### src/cid_pkg.sv
// shared types and constants of the instruction class decoder
package cid_pkg;

  typedef enum logic [2:0] {
    CLS_REGMEM  = 3'b000,
    CLS_RMW     = 3'b001,
    CLS_JUMP    = 3'b010,
    CLS_BRANCH  = 3'b011,
    CLS_BITMAN  = 3'b100,
    CLS_CONTROL = 3'b101,
    CLS_ILLEGAL = 3'b110
  } cid_class_t;

  typedef enum logic [2:0] {
    AM_INH = 3'b000,
    AM_IMM = 3'b001,
    AM_DIR = 3'b010,
    AM_EXT = 3'b011,
    AM_IX  = 3'b100,
    AM_IX1 = 3'b101,
    AM_IX2 = 3'b110,
    AM_REL = 3'b111
  } cid_mode_t;

  typedef enum logic [1:0] {
    REG_NONE  = 2'b00,
    REG_ACC   = 2'b01,
    REG_INDEX = 2'b10,
    REG_MEM   = 2'b11
  } cid_reg_t;

  typedef struct packed {
    logic h;
    logic i;
    logic n;
    logic z;
    logic c;
  } cid_flags_t;

  typedef struct packed {
    logic valid;
    logic [7:0] opcode;
    logic [7:0] op1;
    logic [7:0] op2;
    logic [15:0] pc;
    logic [7:0] index;
    logic [7:0] mem_byte;
    cid_flags_t flags;
  } cid_req_t;

  typedef struct packed {
    logic valid;
    cid_class_t cls;
    cid_mode_t mode;
    cid_reg_t reg_sel;
    cid_reg_t wb_target;
    logic writeback;
    logic [1:0] length;
    logic [3:0] cycles;
    logic [4:0] osc_cycles;
    logic [15:0] ea;
    logic [15:0] next_pc;
    logic branch;
    logic taken;
    logic [15:0] target;
    logic [2:0] bit_idx;
    logic bit_want;
    logic carry_load;
    logic carry_val;
    logic is_multiply;
  } cid_res_t;

  // opcode rows (high nibble)
  localparam logic [3:0] ROW_BITBR = 4'h0;
  localparam logic [3:0] ROW_BITMAN = 4'h1;
  localparam logic [3:0] ROW_BRANCH = 4'h2;
  localparam logic [3:0] ROW_RMW_DIR = 4'h3;
  localparam logic [3:0] ROW_RMW_ACC = 4'h4;
  localparam logic [3:0] ROW_RMW_X = 4'h5;
  localparam logic [3:0] ROW_RMW_IX1 = 4'h6;
  localparam logic [3:0] ROW_RMW_IX = 4'h7;
  localparam logic [3:0] ROW_CTRL_LO = 4'h8;
  localparam logic [3:0] ROW_CTRL_HI = 4'h9;
  localparam logic [3:0] ROW_IMM = 4'ha;
  localparam logic [3:0] ROW_DIR = 4'hb;
  localparam logic [3:0] ROW_EXT = 4'hc;
  localparam logic [3:0] ROW_IX2 = 4'hd;
  localparam logic [3:0] ROW_IX1 = 4'he;
  localparam logic [3:0] ROW_IX = 4'hf;

  // opcode columns (low nibble)
  localparam logic [3:0] COL_TEST_NZ = 4'hd;
  localparam logic [3:0] COL_JUMP = 4'hc;
  localparam logic [3:0] COL_JUMP_SUB = 4'hd;
  localparam logic [3:0] COL_CPX = 4'h3;
  localparam logic [3:0] COL_LDX = 4'he;
  localparam logic [15:0] RMW_COL_MASK = 16'hb7d9;

  localparam logic [7:0] OP_MULTIPLY = 8'h42;
  localparam logic [7:0] OP_BSR = 8'had;
  localparam logic [7:0] OP_BRANCH_LS = 8'h23;
  localparam logic [7:0] OP_BRANCH_HI = 8'h22;
  localparam logic [7:0] ZERO_PAGE_HI = 8'h00;

  localparam logic [1:0] LEN_1 = 2'h1;
  localparam logic [1:0] LEN_2 = 2'h2;
  localparam logic [1:0] LEN_3 = 2'h3;

  // internal cycles
  localparam logic [3:0] CYC_MULTIPLY = 4'hb;
  localparam logic [3:0] CYC_BITBR = 4'h5;
  localparam logic [3:0] CYC_BITMAN = 4'h5;
  localparam logic [3:0] CYC_BRANCH = 4'h3;
  localparam logic [3:0] CYC_BSR = 4'h6;
  localparam logic [3:0] CYC_CTRL = 4'h2;
  localparam logic [3:0] CYC_JUMP_SUB_EXTRA = 4'h3;
  localparam logic [3:0] CYC_RM_IMM = 4'h2;
  localparam logic [3:0] CYC_RM_DIR = 4'h3;
  localparam logic [3:0] CYC_RM_EXT = 4'h4;
  localparam logic [3:0] CYC_RM_IX2 = 4'h5;
  localparam logic [3:0] CYC_RM_IX1 = 4'h4;
  localparam logic [3:0] CYC_RM_IX = 4'h3;
  localparam logic [3:0] CYC_RMW_DIR = 4'h5;
  localparam logic [3:0] CYC_RMW_INH = 4'h3;
  localparam logic [3:0] CYC_RMW_IX1 = 4'h6;
  localparam logic [3:0] CYC_RMW_IX = 4'h5;
  localparam logic [3:0] CYC_JMP_DIR = 4'h2;
  localparam logic [3:0] CYC_JMP_EXT = 4'h3;
  localparam logic [3:0] CYC_JMP_IX2 = 4'h4;
  localparam logic [3:0] CYC_JMP_IX1 = 4'h3;
  localparam logic [3:0] CYC_JMP_IX = 4'h2;

  // oscillator cycles per internal cycle
  localparam int OSC_PER_CYCLE = 2;

endpackage

### src/cid_cond.sv
// branch condition evaluator for the relative branch row
`timescale 1ns/1ps
`default_nettype none
module cid_cond (
  input wire logic [2:0] sel,
  input wire logic invert,
  input wire cid_pkg::cid_flags_t flags,
  input wire logic irq_level,
  output logic cond_true
);
  logic base;

  always_comb begin
    base = 1'b1;
    unique case (sel)
      3'h0: base = 1'b1;
      3'h1: base = ~(flags.c | flags.z);
      3'h2: base = ~flags.c;
      3'h3: base = ~flags.z;
      3'h4: base = ~flags.h;
      3'h5: base = ~flags.n;
      3'h6: base = ~flags.i;
      3'h7: base = ~irq_level;
    endcase
    // odd opcode of each pair tests the opposite sense
    cond_true = base ^ invert;
  end
endmodule
`default_nettype wire

### src/cid_decoder.sv
// instruction class and addressing mode decoder
`timescale 1ns/1ps
`default_nettype none
// How it works
// - register/memory: register plus memory, never relative
// - read-modify-write writes result back to source
// - test-negative-zero skips the write-back
// - read-modify-write: inherent, direct, indexed, indexed-8
// - jumps: no register, direct/extended/three indexed modes
// - branches relative; false condition falls through
// - bit-test-branch: opcode, direct byte, offset byte
// - bit number and sense come from opcode
// - taken target is next address plus signed offset
// - tested bit always copied into carry
// - bit set/clear use direct page addressing
// - control instructions are inherent only
// - time counted in internal cycles, two oscillator each
// - multiply is register/memory, index times accumulator
// - branches test flags and interrupt line level
// - lower-or-same on carry or zero; higher otherwise
// - direct address high byte forced to zero
module cid_decoder #(
  parameter int OSC_PER_CYCLE = cid_pkg::OSC_PER_CYCLE
) (
  input wire logic clk,
  input wire logic resetn,
  input wire logic irq_line,
  input wire cid_pkg::cid_req_t req,
  output var cid_pkg::cid_res_t res
);
  typedef struct packed {
    logic irq_meta;
    logic irq_sync;
    cid_pkg::cid_res_t res;
  } cid_state_t;

  if (OSC_PER_CYCLE < 1 || OSC_PER_CYCLE * 15 > 31) begin : g_bad_ratio
    $error("oscillator ratio does not fit the cycle count field");
  end

  cid_state_t st;
  cid_state_t next_st;
  logic rst_meta;
  logic rst_sync;
  logic cond_true;

  always_ff @(posedge clk or negedge resetn) begin
    if (!resetn) begin
      rst_meta <= 1'b0;
      rst_sync <= 1'b0;
    end else begin
      rst_meta <= 1'b1;
      rst_sync <= rst_meta;
    end
  end

  cid_cond u_cond (
    .sel(req.opcode[3:1]),
    .invert(req.opcode[0]),
    .flags(req.flags),
    .irq_level(st.irq_sync),
    .cond_true(cond_true)
  );

  function automatic logic [1:0] len_of(cid_pkg::cid_mode_t m);
    case (m)
      cid_pkg::AM_INH, cid_pkg::AM_IX: len_of = cid_pkg::LEN_1;
      cid_pkg::AM_EXT, cid_pkg::AM_IX2: len_of = cid_pkg::LEN_3;
      default: len_of = cid_pkg::LEN_2;
    endcase
  endfunction

  function automatic logic [15:0] ea_of(cid_pkg::cid_mode_t m, logic [7:0] a,
                                        logic [7:0] b, logic [7:0] x);
    case (m)
      cid_pkg::AM_DIR: ea_of = {cid_pkg::ZERO_PAGE_HI, a};
      cid_pkg::AM_EXT: ea_of = {a, b};
      cid_pkg::AM_IX: ea_of = {cid_pkg::ZERO_PAGE_HI, x};
      cid_pkg::AM_IX1: ea_of = {cid_pkg::ZERO_PAGE_HI, a} + {cid_pkg::ZERO_PAGE_HI, x};
      cid_pkg::AM_IX2: ea_of = {a, b} + {cid_pkg::ZERO_PAGE_HI, x};
      default: ea_of = 16'h0000;
    endcase
  endfunction

  function automatic logic [3:0] rm_cyc(cid_pkg::cid_mode_t m);
    case (m)
      cid_pkg::AM_IMM: rm_cyc = cid_pkg::CYC_RM_IMM;
      cid_pkg::AM_DIR: rm_cyc = cid_pkg::CYC_RM_DIR;
      cid_pkg::AM_EXT: rm_cyc = cid_pkg::CYC_RM_EXT;
      cid_pkg::AM_IX2: rm_cyc = cid_pkg::CYC_RM_IX2;
      cid_pkg::AM_IX1: rm_cyc = cid_pkg::CYC_RM_IX1;
      default: rm_cyc = cid_pkg::CYC_RM_IX;
    endcase
  endfunction

  function automatic logic [3:0] jump_cyc(cid_pkg::cid_mode_t m);
    case (m)
      cid_pkg::AM_DIR: jump_cyc = cid_pkg::CYC_JMP_DIR;
      cid_pkg::AM_EXT: jump_cyc = cid_pkg::CYC_JMP_EXT;
      cid_pkg::AM_IX2: jump_cyc = cid_pkg::CYC_JMP_IX2;
      cid_pkg::AM_IX1: jump_cyc = cid_pkg::CYC_JMP_IX1;
      default: jump_cyc = cid_pkg::CYC_JMP_IX;
    endcase
  endfunction

  always_comb begin
    cid_pkg::cid_res_t r;
    logic [3:0] hi;
    logic [3:0] lo;
    logic [7:0] rel;
    logic bitv;
    r = '0;
    hi = req.opcode[7:4];
    lo = req.opcode[3:0];
    rel = req.op1;
    bitv = req.mem_byte[req.opcode[3:1]];
    next_st = st;
    next_st.irq_meta = irq_line;
    next_st.irq_sync = st.irq_meta;
    r.valid = req.valid;
    r.cls = cid_pkg::CLS_ILLEGAL;
    r.mode = cid_pkg::AM_INH;
    r.bit_idx = req.opcode[3:1];
    r.bit_want = ~req.opcode[0];
    unique case (hi)
      cid_pkg::ROW_BITBR: begin
        r.cls = cid_pkg::CLS_BITMAN;
        r.mode = cid_pkg::AM_DIR;
        r.cycles = cid_pkg::CYC_BITBR;
        r.branch = 1'b1;
        rel = req.op2;
        r.taken = (bitv == r.bit_want);
        r.carry_load = 1'b1;
        r.carry_val = bitv;
      end
      cid_pkg::ROW_BITMAN: begin
        r.cls = cid_pkg::CLS_BITMAN;
        r.mode = cid_pkg::AM_DIR;
        r.cycles = cid_pkg::CYC_BITMAN;
        r.writeback = 1'b1;
        r.wb_target = cid_pkg::REG_MEM;
      end
      cid_pkg::ROW_BRANCH: begin
        r.cls = cid_pkg::CLS_BRANCH;
        r.mode = cid_pkg::AM_REL;
        r.cycles = cid_pkg::CYC_BRANCH;
        r.branch = 1'b1;
        r.taken = cond_true;
      end
      cid_pkg::ROW_RMW_DIR, cid_pkg::ROW_RMW_ACC, cid_pkg::ROW_RMW_X,
      cid_pkg::ROW_RMW_IX1, cid_pkg::ROW_RMW_IX: begin
        if (req.opcode == cid_pkg::OP_MULTIPLY) begin
          r.cls = cid_pkg::CLS_REGMEM;
          r.reg_sel = cid_pkg::REG_INDEX;
          r.cycles = cid_pkg::CYC_MULTIPLY;
          r.is_multiply = 1'b1;
        end else if (cid_pkg::RMW_COL_MASK[lo]) begin
          r.cls = cid_pkg::CLS_RMW;
          r.writeback = (lo != cid_pkg::COL_TEST_NZ);
          r.cycles = cid_pkg::CYC_RMW_INH;
          if (hi == cid_pkg::ROW_RMW_DIR) begin
            r.mode = cid_pkg::AM_DIR;
            r.cycles = cid_pkg::CYC_RMW_DIR;
            r.reg_sel = cid_pkg::REG_MEM;
          end else if (hi == cid_pkg::ROW_RMW_ACC) begin
            r.reg_sel = cid_pkg::REG_ACC;
          end else if (hi == cid_pkg::ROW_RMW_X) begin
            r.reg_sel = cid_pkg::REG_INDEX;
          end else if (hi == cid_pkg::ROW_RMW_IX1) begin
            r.mode = cid_pkg::AM_IX1;
            r.cycles = cid_pkg::CYC_RMW_IX1;
            r.reg_sel = cid_pkg::REG_MEM;
          end else begin
            r.mode = cid_pkg::AM_IX;
            r.cycles = cid_pkg::CYC_RMW_IX;
            r.reg_sel = cid_pkg::REG_MEM;
          end
          r.wb_target = r.writeback ? r.reg_sel : cid_pkg::REG_NONE;
        end
      end
      cid_pkg::ROW_CTRL_LO, cid_pkg::ROW_CTRL_HI: begin
        r.cls = cid_pkg::CLS_CONTROL;
        r.cycles = cid_pkg::CYC_CTRL;
      end
      cid_pkg::ROW_IMM, cid_pkg::ROW_DIR, cid_pkg::ROW_EXT,
      cid_pkg::ROW_IX2, cid_pkg::ROW_IX1, cid_pkg::ROW_IX: begin
        r.mode = (hi == cid_pkg::ROW_IMM) ? cid_pkg::AM_IMM :
                 (hi == cid_pkg::ROW_DIR) ? cid_pkg::AM_DIR :
                 (hi == cid_pkg::ROW_EXT) ? cid_pkg::AM_EXT :
                 (hi == cid_pkg::ROW_IX2) ? cid_pkg::AM_IX2 :
                 (hi == cid_pkg::ROW_IX1) ? cid_pkg::AM_IX1 : cid_pkg::AM_IX;
        if (lo == cid_pkg::COL_JUMP || lo == cid_pkg::COL_JUMP_SUB) begin
          if (req.opcode == cid_pkg::OP_BSR) begin
            r.cls = cid_pkg::CLS_BRANCH;
            r.mode = cid_pkg::AM_REL;
            r.cycles = cid_pkg::CYC_BSR;
            r.branch = 1'b1;
            r.taken = 1'b1;
          end else if (hi != cid_pkg::ROW_IMM) begin
            r.cls = cid_pkg::CLS_JUMP;
            r.reg_sel = cid_pkg::REG_NONE;
            r.taken = 1'b1;
            r.cycles = jump_cyc(r.mode) +
                       ((lo == cid_pkg::COL_JUMP_SUB) ? cid_pkg::CYC_JUMP_SUB_EXTRA : 4'h0);
          end else begin
            r.mode = cid_pkg::AM_INH;
          end
        end else begin
          r.cls = cid_pkg::CLS_REGMEM;
          r.reg_sel = (lo == cid_pkg::COL_CPX || lo == cid_pkg::COL_LDX) ?
                      cid_pkg::REG_INDEX : cid_pkg::REG_ACC;
          r.cycles = rm_cyc(r.mode);
        end
      end
    endcase
    r.length = (hi == cid_pkg::ROW_BITBR) ? cid_pkg::LEN_3 : len_of(r.mode);
    r.ea = ea_of(r.mode, req.op1, req.op2, req.index);
    r.next_pc = req.pc + {14'h0000, r.length};
    if (r.cls == cid_pkg::CLS_JUMP) begin
      r.target = r.ea;
    end else if (r.branch && r.taken) begin
      r.target = r.next_pc + {{8{rel[7]}}, rel};
    end else begin
      r.target = r.next_pc;
    end
    r.osc_cycles = 5'(r.cycles * OSC_PER_CYCLE);
    next_st.res = r;
  end

  always_ff @(posedge clk or negedge rst_sync) begin
    if (!rst_sync) begin
      st <= '0;
    end else begin
      st <= next_st;
    end
  end

  assign res = st.res;
endmodule
`default_nettype wire

### config.mk
export PLATFORM = sky130hd
export DESIGN_NAME = cid_decoder
export DESIGN_NICKNAME = d
export VERILOG_FILES = /design/src/cid_pkg.sv /design/src/cid_cond.sv /design/src/cid_decoder.sv
export SDC_FILE = /design/constraint.sdc
export NUM_CORES = 1
export LEC_CHECK = 0
export BUFFER_PORTS_ARGS = -buffer_cell sky130_fd_sc_hd__buf_2
export CAP_MARGIN = 10
export CORE_MARGIN = 2
export CORE_UTILIZATION = 53
export CTS_BUF_LIST = sky130_fd_sc_hd__clkbuf_4 sky130_fd_sc_hd__clkbuf_8
export CTS_CLUSTER_DIAMETER = 60
export CTS_CLUSTER_SIZE = 30
export DETAILED_ROUTE_END_ITERATION = 8
export PLACE_DENSITY = 0.8
export SYNTH_ARGS = -nofsm -noshare
export SYNTH_HDL_FRONTEND = slang
export SYNTH_SLANG_ARGS = --single-unit
export TNS_END_PERCENT = 100
### constraint.sdc
create_clock -name clk -period 2.7 [get_ports clk]
set_input_delay 0 -clock clk [delete_from_list [all_inputs] [get_ports clk]]
set_output_delay 0 -clock clk [all_outputs]
set_load 0.01 [all_outputs]
* After elaboration in Yosys (flattened, before gate mapping)
Memories as Yosys holds them, arrays and structs flattened.
Cells that the tools add are included.
** Cells by class
- Add/sub/neg operators :: 5
- Reduce and logical (&&, ||, !) cells :: 13
- $lt $le $gt $ge :: 2
- Muxes and demuxes :: 63
- Eq/ne operators :: 41
- Bitwise operators :: 10
** Operators with widths (number)
- $pmux W16 S5 :: 1
- $mux W3 :: 17
- $eq A4 B4 Y1 const B :: 11
- $mux W16 :: 2
- $mux W4 :: 8
- $eq A3 B3 Y1 const B :: 9
- $mux W2 :: 12
- $pmux W4 S5 :: 1
- $eq A3 B2 Y1 const B :: 6
- $add A16 B16 Y16 :: 1
- $add A16 B2 Y16 :: 1
- $add A16 B8 Y16 :: 1
- $eq A4 B3 Y1 const B :: 4
- $pmux W3 S5 :: 1
- $eq A4 B2 Y1 const B :: 3
- $pmux W3 S2 :: 2
- $pmux W3 S4 :: 1
- $mux W11 :: 1
- $reduce_or A2 Y1 :: 5
- $add A8 B8 Y9 :: 1
- $pmux W3 S3 :: 1
- $eq A8 B7 Y1 const B :: 1
- $eq A8 B8 Y1 const B :: 1
- $mux W1 :: 8
- other kinds (23) :: 35
** Storage, ports and cells
- Memory bits (read-only) :: 16
- Input port bits :: 65
- Output and inout bits :: 80
- Memories :: 1
- Register bits after elaboration :: 79
- Word-level logic and storage cells :: 157
** Memory list
- (name not given) :: words 16, width 1, rd ports 1, clocked after Yosys merged registers in 0, wr ports 0, RTL line cid_decoder.sv:157 : end else if (cid_pkg::RMW_COL_MASK[lo]) begin

* Logic depth before layout (Yosys ltp)
Gate-level depths: netlist of the first run.
- Depth in word-level cells :: 18
- Depth in mapped cells :: 26
- Gate-level depth less buffers :: 24

* By module
Synthesis of the first run repeated with hierarchy kept, for this count alone.
** Second synthesis, totals
- Cell total of the unflattened synthesis :: 637
- Area, all modules :: 5993.2 µm²
** By module, submodules not included
- cid_decoder :: seq. area each 1976.9 µm², area an instance 5936.9 µm², times used 1, cells an instance 631
- cid_cond :: seq. area each 0.0 µm², area an instance 56.3 µm², times used 1, cells an instance 6

* Worst setup path after synthesis of the first run
No wires, ideal clock.
- Kind :: input-to-reg
- Start point :: input req[53] (netlist name)
- End point :: register st (netlist bit res[19])
- Path slack :: -2455 ps
- Library setup time :: 119 ps
- Buffers on the path :: 3
- Data required time :: 2581 ps
- Stages on the path :: 26
- Arrival time :: 5036 ps
- Path through :: inv_1 > ha_1 > mux4_2 > buf_6 > and3_1 > or4_4 > buf_6 > buf_6 > nand2_1 > inv_1 > or3_1 > ha_1 > inv_1 > fa_1 > nand3b_1 > xnor2_1 > ha_1 > a21o_1 > a21oi_1 > nand2_1 > a31o_2 > a21oi_1 > o21ai_0 > o31a_1 > a221o_1 > o21a_1
** RTL lines
- from (decl) :: RTL line cid_decoder.sv:28 : input wire cid_pkg::cid_req_t req,
- to (signal assigned) :: RTL line cid_decoder.sv:234 : st <= next_st;
- to (decl) :: RTL line cid_decoder.sv:41 : cid_state_t st;

==> out/qor.yml, run 1 <==
async_flop_share_pct: 100.0
core.rowCount: 37
initialDrtViolationCount: 508
report.final.slew_viol_count: 0
fin_ws_ns: -1.645
cts_sinks: 79
synth-seq-area-share_pct: 35.93
die_h_um: 105.9
synth_area_leaders: "dfrtp_1 (36%), ha_1 (8.9%), nand2_1 (4.6%)"
area_delta_synth_final_pct: 50.88
dieWidth_um: 105.9
synth_cells: 601
p_leak_nw: 4.016
ys_seq_elements: 79
clk_pin_slew_ns: 0.09
totalWireLength_um: 20320
gp_congestion: 1.029
cp_max_fo: 5
io_pins: 145
num_vias: 6221
clock_latency_ns: 0.38
place_hpwl_um: 13350
rsz0062_at_grt: "true"
syn_nets: 710
fin_util_pct: 81.50
hold_viol: 0
grt_max_degree: 78
core_mm2: 0.01018
first_pass_iters: 6
grt.total_usage_pct: 35.25
nets: 988
wl_per_cell_um: 19.94
cts_tree: "yes"
grt_remaining_overflow: 0
numCtsBuffers: 9
viasPerCell: 6.105
ys_warn_count: 0
period_share_pct: 160.9
antenna_found_initial: 0
drive_gt1_share_pct: 46.43
slowest_delay_ns: 0.51
ys_types: 70
synth_edf_count: 0
synth_top_area_cell: "dfrtp_1"
drv_cap: 0
status: "finished with violations"
critical_path.n_buffers_inverters: 4
finalSetupViolCount: 22
synth_common_cells: "dfrtp_1 (79), nand2_1 (67), a21oi_1 (46)"
numPortBuffers: 143
synthDominantCellAreaShare_pct: 35.93
end_kind: "flip-flop"
antennaDiodeCount: 0
syn_area_mm2: 0.005502
cts.htree.levels: 3
ir_worst_vdd_mv: 0.3055
crit_chain: "buf_12 > inv_12 > ha_4 > mux4_2 > and3_4 > or4_4 > nand2_4 > inv_2 > or3_4 > ha_4 > inv_2 > fa_2 > nand3b_1 > xnor2_2 > ha_4 > a21o_1 > a21oi_2 > nand2_2 > a31o_4 > a21oi_4 > o21ai_4 > o31a_1 > a221o_1 > o21a_1"
grt_pass1_wl_um: 30600
ant_nets: 0
p_per_area_mw_per_mm2: 480.4
syn_area_per_cell_um2: 9.154
fin_skew_ns: 0.01499
worstSetupPathType: "primary input to flip-flop"
arrival_ns: 4.62
fin_crit_ns: 4.345
crit_slowest_cell: "mux4_2"
fmax_ghz: 0.2301
hp-class: "primary input to flip-flop"
cpMostUsedCell: "ha_4"
max_slew_margin_pct: 34.22
cp.required_ns: 2.97
clock-root-buffer: "clkbuf_8"
fin_hold_ws_ns: 0.005148
drc_errors: 0
crit_family: "compound AO/OA/AOI/OAI gates"
tightest_slew_ns: 0.9867
cts_buffer_depth: 2
synthFlopType: "dfrtp_1"
start_util_pct: 54.02
die_area_mm2: 0.01121
yosysMostFrequentCell: "dfrtp_1"
violations: "setup timing"
start_kind: "primary input"
grt_pass1_vias: 5918
## registers in the layout, indices dropped and copies added (netlist names)
register / count
res: 75
next_st: 1
rst_meta: 1
rst_sync: 1
st: 1
## worst register-to-register path, delay by kind of cell, from the launching register on
| kind | cells | cell delay (ns) |
|---|---|---|
| AO/OA/AOI/OAI | 4 | 1.12 |
| multiplexers | 2 | 0.56 |
| flip-flops | 1 | 0.33 |
| buffers and inverters | 1 | 0.21 |
| AND/OR/NAND/NOR | 1 | 0.17 |
## per-layer routing
metal | vias to the layer above | GRT usage (%) | share of wire [%]
met5 | - | 0 | 0
met4 | 0 | 16.64 | 5.6
met3 | 105 | 4.824 | 8.5
met2 | 443 | 60.74 | 49
met1 | 2968 | 43.67 | 37
li1 | 2705 | - | -
## logic make-up after synthesis
group,after synthesis,synth area share [%]
simple gates,194,17.24
xor+xnor,37,5.890
mux,25,5.686
flops,79,35.93
other cells,2,0.1365
buf+inv,52,4.844
compound gates,167,19.40
fa+ha+maj,45,10.87
## report_power, final
part	leakage (nW)	switching [W]	internal [W]
Combinational	2.95	0.000877	0.000816
Sequential	0.966	0.0000561	0.00129
Clock	0.0994	0.000481	0.000463
Total	4.02	0.00141	0.00257
## through the flow
| step | power [W] | area, um2 | setup TNS, ns | setup slack (ns) | cells |
|---|---|---|---|---|---|
| after global placement | 0.002654 | 7371 | -30.81 | -1.959 | 971 |
| after detailed placement | 0.002689 | 7371 | -33.93 | -2.093 | 971 |
| after global routing | 0.004159 | 8300 | -22.66 | -1.738 | 1019 |
| after CTS | 0.003760 | 8064 | -17.49 | -1.504 | 1012 |
| after floorplan | 0.002120 | 5704 | -25.90 | -2.004 | 601 |
| final | 0.003988 | 8300 | -20.50 | -1.645 | 1019 |
## cells in the final DEF, fill, tap and decap left out, types with 10 or more instances in the layout
master and count:
buf_2 141, buf_4 123, dfrtp_1 78, nand2_1 58, nor2_1 41, a21oi_1 37, ha_1 28, o21ai_0 27
inv_1 15, dlygate4sd3_1 15, nand3_1 13, buf_6 13, o21ai_1 12, a21o_1 12, xnor2_1 12, mux2i_1 11
clkbuf_8 10
## path summary, 6_finish.rpt
path                       slack, ns  cells after the start       end      from
min in group asynchronous       0.47                      0   res[61]  rst_sync
setup / recovery               -1.65                     24   res[19]   req[54]
setup reg to reg                0.20                      8   res[19]    st[80]
hold / removal                 0.005                      3   res[32]   req[28]
hold reg to reg                 0.36                      0  rst_sync  rst_meta
max in group asynchronous       1.57                      0   res[56]  rst_sync
## layout make-up
type | count | area [um2]
multi-input combinational | 470 | 3827
fill | 611 | 1884
timing repair buffer | 296 | 2006
clock inverter | 4 | 55.05
inverter | 23 | 116.4
clock buffer | 11 | 145.1
tap | 136 | 170.2
sequential | 79 | 1981
## what timing repair did
action                                  in CTS  in global routing
pin swaps                                   31                 31
hold endpoints to repair                    15                  0
endpoints found under the setup margin      25                 27
resized for setup                           55                 38
hold buffers                                15                  0
setup buffers                               12                 12
Note: power is estimated with default switching activity, not from simulation.
==> inputs of run 2 (changes only) <==
- clock period: 2.7 -> 4 ns (I/O delays scaled with it)
==> run 2 against run 1 <==
  * Largest cell class unchanged
  * Via count fell by 8.3%
  * Critical endpoint unchanged
  * Global-route usage decreased by 4.3 points
  * Register-to-register slack improved by 1.3 ns
  * Combinational power shrank 44%
  * Utilization is 7.6 points lower
  * Critical path depth unchanged
  * Critical path type unchanged
  * The flow still finishes with violations (setup timing)
  * Sequential power shrank 32%
==> out/qor.yml, run 2 (synthesized netlist as in run 1, its figures left out) <==
fin_crit_ns: 4.350
start_kind: "primary input"
hp-class: "primary input to flip-flop"
seq_area_mm2: 0.001981  # unchanged
grt_pass1_wl_um: 27430  # -10%
area_delta_synth_final_pct: 36.84
dieWidth_um: 105.9  # unchanged
combPwrFrac_pct: 39.5  # -2.9 points
cts_sinks: 79  # unchanged
period_share_pct: 108.7
ant_nets: 0  # unchanged
clock-root-buffer: "clkbuf_8"
numPortBuffers: 143  # unchanged
drv_cap: 0  # unchanged
multi_input_area_mm2: 0.003521  # -8.0%
numCtsBuffers: 9  # unchanged
cts_buffer_depth: 2  # unchanged
cts_tree: "yes"
grt.total_usage_pct: 30.94  # -4.3 points
grt_pass1_vias: 5646  # -4.6%
clock_latency_ns: 0.35  # -0.03 ns
finalSetupViolCount: 10  # -55%
fmax_ghz: 0.2299
switching_share_pct: 35.05  # -0.41 points
core.rowCount: 37  # unchanged
drc_errors: 0  # unchanged
fill_cells: 716  # +17%
die_area_mm2: 0.01121  # unchanged
violations: "setup timing"
p_sw_w: 0.0008439  # -40%
dpl.cell_count: 926  # -4.6%
antennaDiodeCount: 0  # unchanged
nets: 937  # -5.2%
gp_congestion: 0.9517  # -7.5%
internal_power_w: 0.001564  # -39%
fin_ws_ns: -0.3497  # +1.295 ns
cts.htree.levels: 3  # unchanged
power_frac_clock_pct: 22.7  # -1.0 points
status: "finished with violations"
dp_worst_setup_slack_ns: -0.8571  # +1.236 ns
end_kind: "flip-flop"
totalWireLength_um: 17230  # -15%
ir_worst_vdd_mv: 0.3001  # -1.8%
num_vias: 5703  # -8.3%
worstSetupPathType: "primary input to flip-flop"
die_h_um: 105.9  # unchanged
finalNonFillerCells: 969  # -4.9%
initialDrtViolationCount: 502  # -1.2%
p_leak_nw: 3.632  # -9.6%
max_slew_margin_pct: 34.88  # +0.67 points
arrival_ns: 4.59  # -0.03 ns
tightest_slew_ns: 0.9768  # -0.009990 ns
rsz0062_at_grt: "true"
antenna_found_initial: 0  # unchanged
grt_max_degree: 78  # unchanged
io_pins: 145  # unchanged
mostFrequentLayoutCell: "buf_2"
first_pass_iters: 5  # -1
cp_max_fo: 4  # -1
p_seq_share_pct: 37.9  # +4.0 points
report.final.slew_viol_count: 0  # unchanged
p_per_area_mw_per_mm2: 319.8  # -33%
clk_pin_slew_ns: 0.08  # about the same
mostFrequentLayoutCells: "buf_2 (141), buf_4 (83), dfrtp_1 (78), nand2_1 (63), nor2_1 (43)"
fin_setup_tns_ns: -2.241  # +18.26 ns
viasPerCell: 5.885  # -3.6%
fin_skew_ns: 0.01029  # -0.004699 ns
r2r_slack_ns: 1.53  # +1.33 ns
start_util_pct: 54.02  # unchanged
largest_reg_flops: 75  # unchanged
hold_viol: 0  # unchanged
core_mm2: 0.01018  # unchanged
drive_gt1_share_pct: 38.54  # -7.9 points
cp.required_ns: 4.24  # +1.27 ns
wl_per_cell_um: 17.78  # -11%
place_hpwl_um: 12540  # -6.1%
grt_remaining_overflow: 0  # unchanged
-- run 2: cell types whose count changed in the layout (fill, tap and decap cells not counted), sizes merged --
cell,delta
clkinvlp,+2
clkbuf,-1
dlygate4sd3,-2
clkinv,+1
bufinv,-1
buf,-49
-- run 2: repair_timing --
item	CTS	global route
hold endpoints to repair	13	0
hold buffers	13	0
endpoints found under the setup margin	9	10
gates resized for setup	32	15
gates cloned	0	0
buffers inserted	10	5
pin swaps	29	18
-- run 2: stage by stage --
| step | hold slack, ns | cell area, um2 | total power (W) | util [%] |
|---|---|---|---|---|
| 2_1_floorplan | -0.2956 | 5593 | 0.001411 | - |
| 3_3_place_gp | -0.2148 | 6888 | 0.001712 | 67.63 |
| 3_5_place_dp | -0.2135 | 6888 | 0.001740 | 67.63 |
| 4_1_cts | 0.009277 | 7418 | 0.002357 | 72.84 |
| 5_1_grt | 0.02029 | 7528 | 0.002543 | 73.92 |
| 6_report | 0.02994 | 7528 | 0.002408 | 73.92 |
-- run 2: path summary, 6_finish.rpt --
path	from	to	depth (start not counted)
max reg2reg	st[80]	res[8]	8
min	req[35]	res[39]	3
max	req[54]	res[19]	24
min reg2reg	rst_meta	rst_sync	0
max in group asynchronous	rst_sync	res[45]	0
min in group asynchronous	rst_sync	res[75]	0
-- run 2: worst max-delay path, stage by stage --
cell and delay, ns:
buf_12 0.12, inv_12 0.05, ha_4 0.19, mux4_2 0.51, and3_4 0.18, or4_4 0.44
nand2_4 0.08, inv_2 0.04, or3_4 0.34, ha_4 0.18, inv_2 0.05, fa_2 0.19
nand3b_1 0.17, xnor2_2 0.17, ha_4 0.25, a21o_1 0.20, a21oi_2 0.12, nand2_1 0.10
a31o_4 0.25, a21oi_4 0.17, o21ai_4 0.10, o31a_1 0.29, a221o_1 0.30, o21a_1 0.10
-- run 2: power groups by stage --
stage	combinational, W	clock (W)	sequential [W]
final	0.000950	0.000546	0.000912
after floorplan	0.000448	0	0.000963
after CTS	0.000886	0.000558	0.000913
after global routing	0.00102	0.000597	0.000922
after detailed placement	0.000813	0	0.000928
after global placement	0.000787	0	0.000926
-- run 2: final cells by class --
cell class / count / area share (%)
Multi-Input combinational cell: 470 / 46.77
Sequential cell: 79 / 26.31
Tap cell: 136 / 2.260
Clock inverter: 6 / 0.5983
Inverter: 23 / 1.546
Timing Repair Buffer: 245 / 20.69
Clock buffer: 10 / 1.828
-- run 2: per-layer routing --
metal  global-route usage [%]  vias up  share of wire (%)
li1                         -     2615                  -
met1                    38.14     2763                 40
met2                    54.24      282                 51
met3                    5.195       43                7.1
met4                    11.75        0                2.5
met5                        0        -                  0
==> inputs of run 3 (changes only) <==
- CORE_MARGIN: 2 -> 5
==> run 3 against run 2 <==
  * The flow still finishes with violations (setup timing)
  * First-iteration DRC count shrank 20%
  * Clock skew grew 0.0015 ns
  * Power grew 0.95%
  * Critical path depth is the same
  * Wire length grew 4.0%
  * Cell count grew 0.21%
  * Global-route usage shrank 2.6 points
  * Hold slack lost 0.017 ns
  * Worst setup slack lost 0.047 ns
  * Die area grew 12%
  * Register-to-register slack lost 0.10 ns
  * Critical endpoint unchanged
  * Largest power group unchanged
==> out/qor.yml, run 3 (synthesized netlist as in run 1, its figures left out) <==
dieWidth_um: 111.9  # +5.7%
largest_reg_flops: 75  # unchanged
grt_use_met1_pct: 35.83  # -2.3 points
end_kind: "flip-flop"
hold_depth: 3  # unchanged
grtUsageMet2_pct: 47.80  # -6.4 points
p_leak_nw: 3.644  # +0.31%
wl_per_cell_um: 18.45  # +3.8%
timing.rr.start: "st[80]"
die_h_um: 111.9  # +5.7%
core_mm2: 0.01023  # +0.45%
cp.required_ns: 4.25  # about the same
holdPathEnd: "res[32]"
tightest_slew_ns: 0.9663  # -0.01047 ns
start_kind: "primary input"
initialDrtViolationCount: 404  # -20%
grt_remaining_overflow: 0  # unchanged
grt-busiest-layer: "met2"
grt.total_usage_pct: 28.36  # -2.6 points
viasPerCell: 5.814  # -1.2%
worstSetupPathType: "primary input to flip-flop"
nets: 940  # +0.32%
r2r_slack_ns: 1.43  # -0.10 ns
drv_cap: 0  # unchanged
violations: "setup timing"
hp-start: "req[28]"
r2r-end: "res[19]"
drc_errors: 0  # unchanged
ir_worst_vdd_mv: 0.1984  # -34%
first_pass_iters: 5  # unchanged
mostFrequentLayoutCells: "buf_2 (141), buf_4 (87), dfrtp_1 (78), nand2_1 (64), nor2_1 (43)"
antenna_found_initial: 0  # unchanged
antennaDiodeCount: 0  # unchanged
ant_nets: 0  # unchanged
report.final.slew_viol_count: 0  # unchanged
cp_max_fo: 4  # unchanged
core.rowCount: 37  # unchanged
arrival_ns: 4.65  # +0.06 ns
totalWireLength_um: 17920  # +4.0%
max_slew_margin_pct: 35.58  # +0.70 points
cts.htree.levels: 3  # unchanged
cts_tree: "yes"
drive_gt1_share_pct: 37.96  # -0.57 points
grt_max_degree: 78  # unchanged
hp-class: "primary input to flip-flop"
mostFrequentLayoutCell: "buf_2"
rsz0062_at_grt: "true"
num_vias: 5645  # -1.0%
cts_sinks: 79  # unchanged
start_util_pct: 53.77  # -0.24 points
clk_pin_slew_ns: 0.08  # about the same
p_per_area_mw_per_mm2: 323.2  # +1.0%
gp_congestion: 0.9478  # -0.41%
clock_latency_ns: 0.36  # about the same
use_met3_pct: 4.728  # -0.47 points
period_share_pct: 109.9  # +1.2 points
grt_pass1_vias: 5734  # +1.6%
finalSetupViolCount: 10  # unchanged
place_hpwl_um: 13290  # +6.0%
rr_worst_depth: 8  # unchanged
fin_crit_ns: 4.397  # +0.04693 ns
area_delta_synth_final_pct: 36.71  # about the same
grt_pass1_wl_um: 28680  # +4.6%
fin_setup_tns_ns: -2.202  # +0.03938 ns
fmax_ghz: 0.2274  # -1.1%
hold_viol: 0  # unchanged
cts_buffer_depth: 2  # unchanged
fin_ws_ns: -0.3967  # -0.04693 ns
fin_skew_ns: 0.01177  # +0.001476 ns
dp_worst_setup_slack_ns: -0.8449  # +0.01222 ns
die_area_mm2: 0.01252  # +12%
clock-root-buffer: "clkbuf_8"
status: "finished with violations"
numPortBuffers: 143  # unchanged
numCtsBuffers: 9  # unchanged
io_pins: 145  # unchanged
==> run 3: worst max-delay path by stage <==
stage                  from  depth (start not counted)  slack [ns]  endpoint
detailed placement  req[54]                         24       -0.84   res[19]
floorplan           req[54]                         26       -0.72   res[19]
global route        req[54]                         24       -0.53   res[19]
global placement    req[54]                         24       -0.67   res[19]
CTS                 req[54]                         24       -0.26   res[19]
finish              req[53]                         24       -0.40   res[19]
==> run 3: metrics by stage <==
| stage | instance area (um2) | std cells | hold WS (ns) | util [%] | power [W] |
|---|---|---|---|---|---|
| detailed placement | 6903 | 928 | -0.2104 | 67.47 | 0.001748 |
| CTS | 7423 | 966 | 0.002932 | 72.56 | 0.002396 |
| global route | 7521 | 971 | 0.01109 | 73.51 | 0.002563 |
| floorplan | 5593 | 601 | -0.2956 | - | 0.001411 |
| finish | 7521 | 971 | 0.01278 | 73.51 | 0.002431 |
| global placement | 6903 | 928 | -0.2152 | 67.47 | 0.001728 |
==> run 3: routing by layer <==
| layer | up-vias | share of wire, % |
|---|---|---|
| met4 | 0 | 4.2 |
| met2 | 284 | 50 |
| met1 | 2681 | 40 |
| met3 | 64 | 6.5 |
| li1 | 2616 | - |
| met5 | - | 0 |
==> run 3: where the power goes <==
group	switching (W)	internal [W]	leakage, nW
combinational	0.000497	0.000427	2.59
clock	0.000303	0.000293	0.0922
sequential	0.0000365	0.000874	0.966
total	0.000837	0.00159	3.64
==> run 3: timing repair <==
item	CTS	global route
pin swaps	25	14
endpoints found under the setup margin	10	10
endpoints found under the hold margin	15	0
buffers inserted	8	5
hold buffers	15	0
gates resized for setup	24	15
==> run 3: critical path, cell delays in order <==
cell      delay (ns)
buf_6           0.11
inv_6           0.06
ha_4            0.19
mux4_2          0.51
and3_4          0.18
or4_4           0.44
nand2_4         0.09
inv_2           0.04
or3_4           0.34
ha_4            0.18
inv_2           0.05
fa_2            0.20
nand3b_1        0.18
xnor2_2         0.16
ha_1            0.30
a21o_1          0.18
a21oi_2         0.14
nand2_2         0.09
a31o_4          0.24
a21oi_4         0.16
o21ai_4         0.09
o31a_1          0.28
a221o_1         0.30
o21a_1          0.12
==> run 3: cell type report <==
class,instances,area (um2)
Fill cell,759,2710
Sequential cell,79,1981
Timing Repair Buffer,248,1574
Clock inverter,5,58.81
Inverter,23,116.4
Multi-Input combinational cell,470,3490
Tap cell,136,170.2
Clock buffer,10,131.4
